File: config.mk
export PLATFORM = sky130hd
export DESIGN_NAME = imac_unit
export DESIGN_NICKNAME = d
export VERILOG_FILES = /design/src/imac_pkg.sv /design/src/imac_div_seq.sv /design/src/imac_unit.sv
export SDC_FILE = /design/constraint.sdc
export NUM_CORES = 2
export LEC_CHECK = 0
export BUFFER_PORTS_ARGS = -buffer_cell sky130_fd_sc_hd__buf_2
export CAP_MARGIN = 30
export CORE_ASPECT_RATIO = 0.6
export CORE_MARGIN = 4
export CORE_UTILIZATION = 50
export CTS_BUF_LIST = sky130_fd_sc_hd__clkbuf_8
export DETAILED_ROUTE_END_ITERATION = 8
export MAX_ROUTING_LAYER = met4
export PLACE_DENSITY = 0.63
export SLEW_MARGIN = 15
export SYNTH_ARGS = -nofsm -noshare
export SYNTH_HDL_FRONTEND = slang
export SYNTH_HIERARCHICAL = 1
export SYNTH_SLANG_ARGS = --single-unit
File: constraint.sdc
create_clock -name clk_sys -period 34.8 [get_ports clk_sys]
set_input_delay 6.96 -clock clk_sys [delete_from_list [all_inputs] [get_ports clk_sys]]
set_output_delay 6.96 -clock clk_sys [all_outputs]
set_load 0.01 [all_outputs]
File: src/imac_pkg.sv
// constants, operation codes and helpers of the integer multiply-accumulate unit
package imac_pkg;

    localparam int unsigned DATA_W = 32;
    localparam int unsigned CNT_W  = 6;

    // latency and repeat figures in core clock cycles
    localparam logic [CNT_W-1:0] LAT_SHORT   = 6'h03;
    localparam logic [CNT_W-1:0] LAT_LONG    = 6'h04;
    localparam logic [CNT_W-1:0] REP_SHORT   = 6'h02;
    localparam logic [CNT_W-1:0] REP_LONG    = 6'h03;
    localparam logic [CNT_W-1:0] DIV_LAT     = 6'h24;
    localparam logic [CNT_W-1:0] DIV_REP     = 6'h24;
    localparam logic [CNT_W-1:0] STALL_TAIL  = 6'h02;
    localparam logic [CNT_W-1:0] ADD_PROD_EX = 6'h01;
    localparam logic [CNT_W-1:0] CNT_MAX     = 6'h3f;

    // reset values and the divider step count
    localparam logic [DATA_W-1:0] ACC_RST    = 32'h0000_0000;
    localparam logic [1:0]        SYNC_RST   = 2'h0;
    localparam logic [CNT_W-1:0]  CNT_RST    = 6'h00;
    localparam logic [5:0]        DIV_STEPS  = 6'h20;

    typedef enum logic [3:0] {
        op_none,
        op_signed_product_to_acc,
        op_unsigned_product_to_acc,
        op_mul_acc_add_signed,
        op_mul_acc_add_unsigned,
        op_mul_acc_sub_signed,
        op_mul_acc_sub_unsigned,
        op_three_operand_product,
        op_signed_quotient,
        op_unsigned_quotient
    } imac_op_t;

    // operations that treat operands as unsigned
    function automatic logic op_is_unsigned(input imac_op_t op);
        return (op == op_unsigned_product_to_acc) || (op == op_mul_acc_add_unsigned) ||
               (op == op_mul_acc_sub_unsigned) || (op == op_unsigned_quotient);
    endfunction

endpackage : imac_pkg

File: src/imac_div_seq.sv
// iterative restoring divider, one quotient bit per cycle
module imac_div_seq (
    input  wire logic                        clk_sys,
    input  wire logic                        rst_n,
    input  wire logic                        start,
    input  wire logic                        is_signed,
    input  wire logic [imac_pkg::DATA_W-1:0] dividend,
    input  wire logic [imac_pkg::DATA_W-1:0] divisor,
    output logic      [imac_pkg::DATA_W-1:0] quot_ff,
    output logic      [imac_pkg::DATA_W-1:0] rem_ff
);
    import imac_pkg::*;

    logic [DATA_W-1:0] dvs_ff,  nxt_dvs;
    logic [DATA_W:0]   part_ff, nxt_part;
    logic [DATA_W-1:0] nxt_quot, nxt_rem;
    logic [5:0]        step_ff, nxt_step;
    logic              qneg_ff, nxt_qneg;
    logic              rneg_ff, nxt_rneg;
    logic [DATA_W:0]   trial;
    logic              a_neg, b_neg;

    // a step shifts one dividend bit in; the sign fix-up is applied on the last step
    always_comb begin
        nxt_dvs  = dvs_ff;
        nxt_part = part_ff;
        nxt_quot = quot_ff;
        nxt_rem  = rem_ff;
        nxt_step = step_ff;
        nxt_qneg = qneg_ff;
        nxt_rneg = rneg_ff;
        a_neg    = is_signed & dividend[DATA_W-1];
        b_neg    = is_signed & divisor[DATA_W-1];
        trial    = {part_ff[DATA_W-1:0], quot_ff[DATA_W-1]} - {1'b0, dvs_ff};
        if (start) begin
            nxt_quot = a_neg ? (~dividend + 32'h0000_0001) : dividend;
            nxt_dvs  = b_neg ? (~divisor + 32'h0000_0001) : divisor;
            nxt_part = '0;
            nxt_step = DIV_STEPS;
            nxt_qneg = a_neg ^ b_neg;
            nxt_rneg = a_neg;
        end else if (step_ff != 6'h00) begin
            nxt_step = step_ff - 6'h01;
            if (!trial[DATA_W]) begin
                nxt_part = trial;
                nxt_quot = {quot_ff[DATA_W-2:0], 1'b1};
            end else begin
                nxt_part = {part_ff[DATA_W-1:0], quot_ff[DATA_W-1]};
                nxt_quot = {quot_ff[DATA_W-2:0], 1'b0};
            end
            nxt_rem = nxt_part[DATA_W-1:0];
            // divide by zero leaves all-ones quotient and the dividend as remainder
            if (step_ff == 6'h01) begin
                if (qneg_ff && (dvs_ff != '0)) nxt_quot = ~nxt_quot + 32'h0000_0001;
                if (rneg_ff) nxt_rem = ~nxt_rem + 32'h0000_0001;
            end
        end
    end

    always_ff @(posedge clk_sys or negedge rst_n) begin
        if (!rst_n) begin
            dvs_ff  <= ACC_RST;
            part_ff <= '0;
            quot_ff <= ACC_RST;
            rem_ff  <= ACC_RST;
            step_ff <= 6'h00;
            qneg_ff <= 1'b0;
            rneg_ff <= 1'b0;
        end else begin
            dvs_ff  <= nxt_dvs;
            part_ff <= nxt_part;
            quot_ff <= nxt_quot;
            rem_ff  <= nxt_rem;
            step_ff <= nxt_step;
            qneg_ff <= nxt_qneg;
            rneg_ff <= nxt_rneg;
        end
    end

endmodule // imac_div_seq

File: src/imac_unit.sv
// integer multiply, multiply-accumulate and divide unit with issue interlocks
module imac_unit (
    input  wire logic                        clk_sys,
    input  wire logic                        rstn,
    input  wire logic                        issue_valid,
    input  wire imac_pkg::imac_op_t          issue_op,
    input  wire logic [imac_pkg::DATA_W-1:0] first_source,
    input  wire logic [imac_pkg::DATA_W-1:0] second_source,
    output logic                             issue_ready_ff,
    output logic                             product_ready_ff,
    output logic                             stall_ff,
    output logic                             acc_ready_ff,
    output logic                             prod_wr_ff,
    output logic      [imac_pkg::DATA_W-1:0] prod_data_ff,
    output logic      [imac_pkg::DATA_W-1:0] acc_upper_ff,
    output logic      [imac_pkg::DATA_W-1:0] acc_lower_ff
);
    import imac_pkg::*;

    // reset release: asynchronous assert, two-stage synchronous release
    logic [1:0] rst_sync_ff;
    logic       rst_n;

    always_ff @(posedge clk_sys or negedge rstn) begin
        if (!rstn) begin
            rst_sync_ff <= SYNC_RST;
        end else begin
            rst_sync_ff <= {rst_sync_ff[0], 1'b1};
        end
    end
    assign rst_n = rst_sync_ff[1];

    // 64-bit product, operands widened by sign or zero
    function automatic logic [2*DATA_W-1:0] wide_product(
        input logic              uns,
        input logic [DATA_W-1:0] a,
        input logic [DATA_W-1:0] b
    );
        logic [2*DATA_W-1:0] ea;
        logic [2*DATA_W-1:0] eb;
        logic [4*DATA_W-1:0] full;
        ea   = {{DATA_W{~uns & a[DATA_W-1]}}, a};
        eb   = {{DATA_W{~uns & b[DATA_W-1]}}, b};
        full = ea * eb;
        return full[2*DATA_W-1:0];
    endfunction

    // second operand within the short range takes the fast multiply path
    function automatic logic short_operand(input logic uns, input logic [DATA_W-1:0] b);
        if (uns) begin
            return b[DATA_W-1:16] == 16'h0000;
        end
        return (b[DATA_W-1:15] == 17'h00000) || (b[DATA_W-1:15] == 17'h1ffff);
    endfunction

    // state: shadow accumulator holds the newest value except while a divide is pending, which loads both copies at commit; visible copy lags by latency
    logic [DATA_W-1:0] shad_hi_ff,  nxt_shad_hi;
    logic [DATA_W-1:0] shad_lo_ff,  nxt_shad_lo;
    logic [DATA_W-1:0] nxt_acc_hi,  nxt_acc_lo;
    logic [DATA_W-1:0] pend_prod_ff, nxt_pend_prod;
    logic [DATA_W-1:0] nxt_prod_data;
    logic [DATA_W-1:0] drain_data_ff, nxt_drain_data;
    logic              drain_ff,      nxt_drain;
    logic [CNT_W-1:0]  acc_lat_ff,  nxt_acc_lat;
    logic [CNT_W-1:0]  prod_lat_ff, nxt_prod_lat;
    logic [CNT_W-1:0]  since_ff,    nxt_since;
    logic [CNT_W-1:0]  rep_need_ff, nxt_rep_need;
    logic              last_add_ff, nxt_last_add;
    logic              div_pend_ff, nxt_div_pend;
    logic              nxt_issue_ready, nxt_product_ready;
    logic              nxt_stall, nxt_acc_ready, nxt_prod_wr;

    logic                take;
    logic                uns;
    logic                is_short;
    logic                is_div;
    logic [CNT_W-1:0]    lat_sel;
    logic [CNT_W-1:0]    rep_sel;
    logic [2*DATA_W-1:0] prod64;
    logic [2*DATA_W-1:0] acc64;
    logic [2*DATA_W-1:0] acc_res;
    logic [DATA_W-1:0]   div_quot;
    logic [DATA_W-1:0]   div_rem;

    // issue decode; the product must also clear the add-then-product gap
    always_comb begin
        uns      = op_is_unsigned(issue_op);
        is_div   = (issue_op == op_signed_quotient) || (issue_op == op_unsigned_quotient);
        is_short = short_operand(uns, second_source);
        take     = 1'b0;
        if (issue_valid && (issue_op != op_none)) begin
            take = (issue_op == op_three_operand_product) ? product_ready_ff : issue_ready_ff;
        end
        lat_sel = is_short ? LAT_SHORT : LAT_LONG;
        rep_sel = is_short ? REP_SHORT : REP_LONG;
        if (is_div) begin
            lat_sel = DIV_LAT;
            rep_sel = DIV_REP;
        end
        prod64 = wide_product(uns, first_source, second_source);
        acc64  = {shad_hi_ff, shad_lo_ff};
    end

    // accumulate arithmetic; 64-bit sum wraps, no overflow is ever flagged
    always_comb begin
        unique case (issue_op)
            op_mul_acc_add_signed,
            op_mul_acc_add_unsigned: acc_res = acc64 + prod64;
            op_mul_acc_sub_signed,
            op_mul_acc_sub_unsigned: acc_res = acc64 - prod64;
            default:                 acc_res = prod64;
        endcase
    end

    imac_div_seq u_div (
        .clk_sys   (clk_sys),
        .rst_n     (rst_n),
        .start     (take && is_div),
        .is_signed (issue_op == op_signed_quotient),
        .dividend  (first_source),
        .divisor   (second_source),
        .quot_ff   (div_quot),
        .rem_ff    (div_rem)
    );

    // counters, shadow and commit of the accumulator and product
    always_comb begin
        nxt_shad_hi   = shad_hi_ff;
        nxt_shad_lo   = shad_lo_ff;
        nxt_acc_hi    = acc_upper_ff;
        nxt_acc_lo    = acc_lower_ff;
        nxt_pend_prod = pend_prod_ff;
        nxt_prod_data = prod_data_ff;
        nxt_rep_need  = rep_need_ff;
        nxt_last_add  = last_add_ff;
        nxt_div_pend  = div_pend_ff;
        nxt_prod_wr   = 1'b0;
        nxt_drain     = 1'b0;
        nxt_drain_data = drain_data_ff;
        nxt_acc_lat   = (acc_lat_ff != CNT_RST) ? acc_lat_ff - 6'h01 : CNT_RST;
        nxt_prod_lat  = (prod_lat_ff != CNT_RST) ? prod_lat_ff - 6'h01 : CNT_RST;
        nxt_since     = (since_ff != CNT_MAX) ? since_ff + 6'h01 : CNT_MAX;

        // completion: both halves move in one edge
        if (acc_lat_ff == 6'h01) begin
            if (div_pend_ff) begin
                nxt_acc_hi   = div_rem;
                nxt_acc_lo   = div_quot;
                nxt_shad_hi  = div_rem;
                nxt_shad_lo  = div_quot;
                nxt_div_pend = 1'b0;
            end else begin
                nxt_acc_hi = shad_hi_ff;
                nxt_acc_lo = shad_lo_ff;
            end
        end
        if (prod_lat_ff == 6'h01) begin
            nxt_prod_wr   = 1'b1;
            nxt_prod_data = pend_prod_ff;
        end
        // an overtaken product still writes on the edge it was due
        if (drain_ff) begin
            nxt_prod_wr   = 1'b1;
            nxt_prod_data = drain_data_ff;
        end

        if (take) begin
            nxt_since    = 6'h01;
            nxt_rep_need = rep_sel;
            nxt_last_add = (issue_op == op_mul_acc_add_signed) ||
                           (issue_op == op_mul_acc_add_unsigned);
            if (issue_op == op_three_operand_product) begin
                // accumulator left as it was; software must treat it as undefined
                nxt_pend_prod = prod64[DATA_W-1:0];
                nxt_prod_lat  = lat_sel;
                // a product issued at the repeat rate reloads the count one edge
                // before the earlier write; park that word so it is not lost
                if (prod_lat_ff == 6'h02) begin
                    nxt_drain      = 1'b1;
                    nxt_drain_data = pend_prod_ff;
                end
            end else if (is_div) begin
                nxt_div_pend = 1'b1;
                nxt_acc_lat  = lat_sel;
            end else begin
                nxt_shad_hi = acc_res[2*DATA_W-1:DATA_W];
                nxt_shad_lo = acc_res[DATA_W-1:0];
                nxt_acc_lat = lat_sel;
            end
        end
    end

    // handshake outputs derived from next counts so they are registered
    always_comb begin
        nxt_issue_ready   = (nxt_since >= nxt_rep_need);
        nxt_product_ready = (nxt_since >= nxt_rep_need + 
                             (nxt_last_add ? ADD_PROD_EX : CNT_RST));
        nxt_acc_ready     = (nxt_acc_lat == CNT_RST);
        // stall covers all but the last two cycles of the product latency
        nxt_stall         = (nxt_prod_lat > STALL_TAIL);
    end

    always_ff @(posedge clk_sys or negedge rst_n) begin
        if (!rst_n) begin
            shad_hi_ff       <= ACC_RST;
            shad_lo_ff       <= ACC_RST;
            acc_upper_ff     <= ACC_RST;
            acc_lower_ff     <= ACC_RST;
            pend_prod_ff     <= ACC_RST;
            prod_data_ff     <= ACC_RST;
            drain_ff         <= 1'b0;
            drain_data_ff    <= ACC_RST;
            acc_lat_ff       <= CNT_RST;
            prod_lat_ff      <= CNT_RST;
            since_ff         <= CNT_MAX;
            rep_need_ff      <= CNT_RST;
            last_add_ff      <= 1'b0;
            div_pend_ff      <= 1'b0;
            prod_wr_ff       <= 1'b0;
            issue_ready_ff   <= 1'b0;
            product_ready_ff <= 1'b0;
            acc_ready_ff     <= 1'b0;
            stall_ff         <= 1'b0;
        end else begin
            shad_hi_ff       <= nxt_shad_hi;
            shad_lo_ff       <= nxt_shad_lo;
            acc_upper_ff     <= nxt_acc_hi;
            acc_lower_ff     <= nxt_acc_lo;
            pend_prod_ff     <= nxt_pend_prod;
            prod_data_ff     <= nxt_prod_data;
            drain_ff         <= nxt_drain;
            drain_data_ff    <= nxt_drain_data;
            acc_lat_ff       <= nxt_acc_lat;
            prod_lat_ff      <= nxt_prod_lat;
            since_ff         <= nxt_since;
            rep_need_ff      <= nxt_rep_need;
            last_add_ff      <= nxt_last_add;
            div_pend_ff      <= nxt_div_pend;
            prod_wr_ff       <= nxt_prod_wr;
            issue_ready_ff   <= nxt_issue_ready;
            product_ready_ff <= nxt_product_ready;
            acc_ready_ff     <= nxt_acc_ready;
            stall_ff         <= nxt_stall;
        end
    end

endmodule // imac_unit

==> reports/qor.yml <==
run:
  cap_violations: 0
sta:
  fmax_mhz: 47.9
  fin_tns_setup_ps: 0
  final-setup-viol-count: 0
  rsz0062_at_grt: "no"
  slew_headroom_pct: 27.5
  fin_crit_ps: 20870
  tightest_slew_ps: 1090
  drv_slew: 0
  post-route-period-util_pct: 60.0
  skew_ps: 36.0
  finalHoldViolations: 0
logic_synthesis:
  synth_top_area_cell: "fa_1"
  async_reset_ff_share_pct: 100
  syn_inst: 7505
  synth-main-ff-cell: "dfrtp_1"
  synth-seq-cells: 394
  syn_area_per_cell_um2: 8.90
  yosysMostFrequentCell: "inv_1"
  synth_area_mm2: 0.0668
  ys_types: 130
  synthDominantCellAreaShare_pct: 33.8
  synth_edf_count: 0
  yosysWarnings: 6
  yosysSeqAreaShare_pct: 14.8
  synth_commonest_cells: "1,138 x inv_1, 1,127 x fa_1, 1,029 x nand2_1"
  synth_nets: 9038
  ys_top_cells_by_area: "fa_1 34%, dfrtp_1 15%, inv_1 6.4%"
floorplanning:
  coreArea_mm2: 0.132
  die_x_um: 480
  dieHeight_um: 291
  ios: 172
  rows: 103
  dieArea_mm2: 0.140
  start_util_pct: 50.5
critical_path:
  endpoint_kind: "flop"
  cp_common_cell: "fa_1"
  critPathKind: "primary input to flop"
  crit_path_max_incr_delay_ps: 860
  cp_slowest_cell: "and2_1"
  rr_endpoint: "shad_hi_ff[30]$_DFF_PN0_"
  r2r-start: "shad_lo_ff[0]$_DFF_PN0_"
  cp.arrival_ps: 21430
  cp_max_fo: 25
  r2r_slack_ps: 29300
  reg2reg_depth: 17
  cp-start-kind: "primary input"
  worstPathRequired_ps: 35350
clock_tree:
  cts_setup_buffers: 0
  hold_buffers: 0
  cts_tree: "yes"
  cts_buffers: 54
  ctsResizeCount: 0
  clk_pin_slew_ps: 80
  clockRootBuffer: "clkbuf_8"
  clkLatencyLatePin_ps: 690
  clock_path_buffers: 3
  cts.sinks: 394
  cts_max_level: 2
drt:
  ant_nets: 0
  dr.pass1.iters: 6
  wl_mm: 235
  vias: 54500
  drtIter0Drc: 6044
  viasPerCell: 5.90
  route.detailed.drc: 0
  wl_per_cell_um: 25.5
global_routing:
  grt_pass1_wl_mm: 360
  grt_pass1_vias: 55200
  track_usage_pct: 35.0
  grt_overflow: 0
  antenna_found_initial: 7
  grt_start_max_net_pins: 172
final_layout:
  drive_above_1_share_pct: 7.36
  syn2layout_area_growth_pct: 5.34
  final_nets: 8939
placement:
  place.gp.congestion: 1.06
  port_buffers: 171
  place_hpwl_mm: 187
status:
  status: "completed"
worst_hold_path:
  hold_class: "flop to asynchronous set/reset pin"
## critical path, delay by kind of cell
family,cells,cell delay (ps)
adder cells (fa/ha/maj),10,5460
AND/OR/NAND/NOR,15,4160
AO/OA/AOI/OAI,8,2590
buffers and inverters,5,1210
XOR/XNOR,2,970
## metrics by stage
stage	std cells	hold WS [ps]	util (%)	cell area [um^2]	worst slack, ps
2_1_floorplan	7505	331	-	66800	16840
3_3_place_gp	9115	335	52.1	68800	13290
3_5_place_dp	9127	341	52.2	69000	13520
4_1_cts	9225	360	53.1	70100	14200
5_1_grt	9235	168	53.2	70300	13370
6_report	9235	153	53.2	70300	13930
## placed cells by master, fill, tap and decap left out, types with 14 or more instances in the layout
cell	instances
a211oi_1	90
a21o_1	93
a21oi_1	354
a31oi_1	37
and2_1	412
and3_1	46
buf_2	173
buf_4	79
clkbuf_8	65
dfrtp_1	385
fa_1	1127
ha_1	335
inv_1	1152
mux2_2	58
mux2i_1	188
nand2_1	1027
nand2b_1	38
nand3_1	72
nand4_1	57
nor2_1	376
nor2b_1	14
nor3_1	62
nor4_1	43
o211ai_1	34
o21a_1	29
o21ai_0	302
o21ai_1	29
o21bai_1	21
o31ai_1	30
or2_2	33
or3_1	34
or4_1	16
xnor2_1	192
xor2_1	135
## worst max path at each step
stage	from	to	cells past startpoint
floorplan	issue_op[0]	shad_hi_ff[31]$_DFF_PN0_	42
global placement	issue_op[1]	shad_hi_ff[31]$_DFF_PN0_	40
detailed placement	issue_op[1]	shad_hi_ff[31]$_DFF_PN0_	40
CTS	issue_op[1]	shad_hi_ff[31]$_DFF_PN0_	40
global route	issue_op[1]	shad_hi_ff[31]$_DFF_PN0_	40
finish	issue_op[1]	shad_hi_ff[31]$_DFF_PN0_	40
## logic make-up after synthesis
family / after synthesis / share of synthesized area (%)
flip-flops: 394 / 14.8
multiplexers: 246 / 3.80
XOR/XNOR: 330 / 4.34
buffers and inverters: 1560 / 9.01
other: 1 / 0.00562
adder cells (fa/ha/maj): 1462 / 40.1
AND/OR/NAND/NOR: 2307 / 16.4
AO/OA/AOI/OAI: 1205 / 11.6
## cell type report
cell class,count,area (um^2)
Fill cell,12300,61800
Antenna cell,2,5.00
Timing Repair Buffer,267,1770
Multi-Input combinational cell,5551,51000
Sequential cell,394,9880
Clock inverter,33,292
Inverter,1138,4270
Tap cell,1785,2230
Clock buffer,65,895
## state kept, by name, indices dropped and copies added, names as in the netlist, 2 cells and up
| register | count |
|---|---|
| acc_lat_ff | 6 |
| acc_lower_ff | 32 |
| acc_upper_ff | 32 |
| drain_data_ff | 32 |
| pend_prod_ff | 32 |
| prod_data_ff | 32 |
| prod_lat_ff | 6 |
| rep_need_ff | 6 |
| rst_sync_ff | 2 |
| shad_hi_ff | 32 |
| shad_lo_ff | 32 |
| since_ff | 6 |
| u_div/dvs_ff | 32 |
| u_div/part_ff | 32 |
| u_div/quot_ff | 32 |
| u_div/rem_ff | 32 |
| u_div/step_ff | 6 |
## per-layer routing
| metal | GRT usage (%) | up-vias | share of wire (%) |
|---|---|---|---|
| met3 | 11.5 | 233 | 13 |
| li1 | - | 23700 | - |
| met4 | 4.76 | 0 | 1.7 |
| met1 | 55.4 | 27600 | 48 |
| met2 | 43.6 | 2918 | 38 |
| met5 | - | - | 0 |
Power is left out: the tool's default activity adds up to more than one toggle a clock period on the data nets, which glitch-free logic cannot reach.
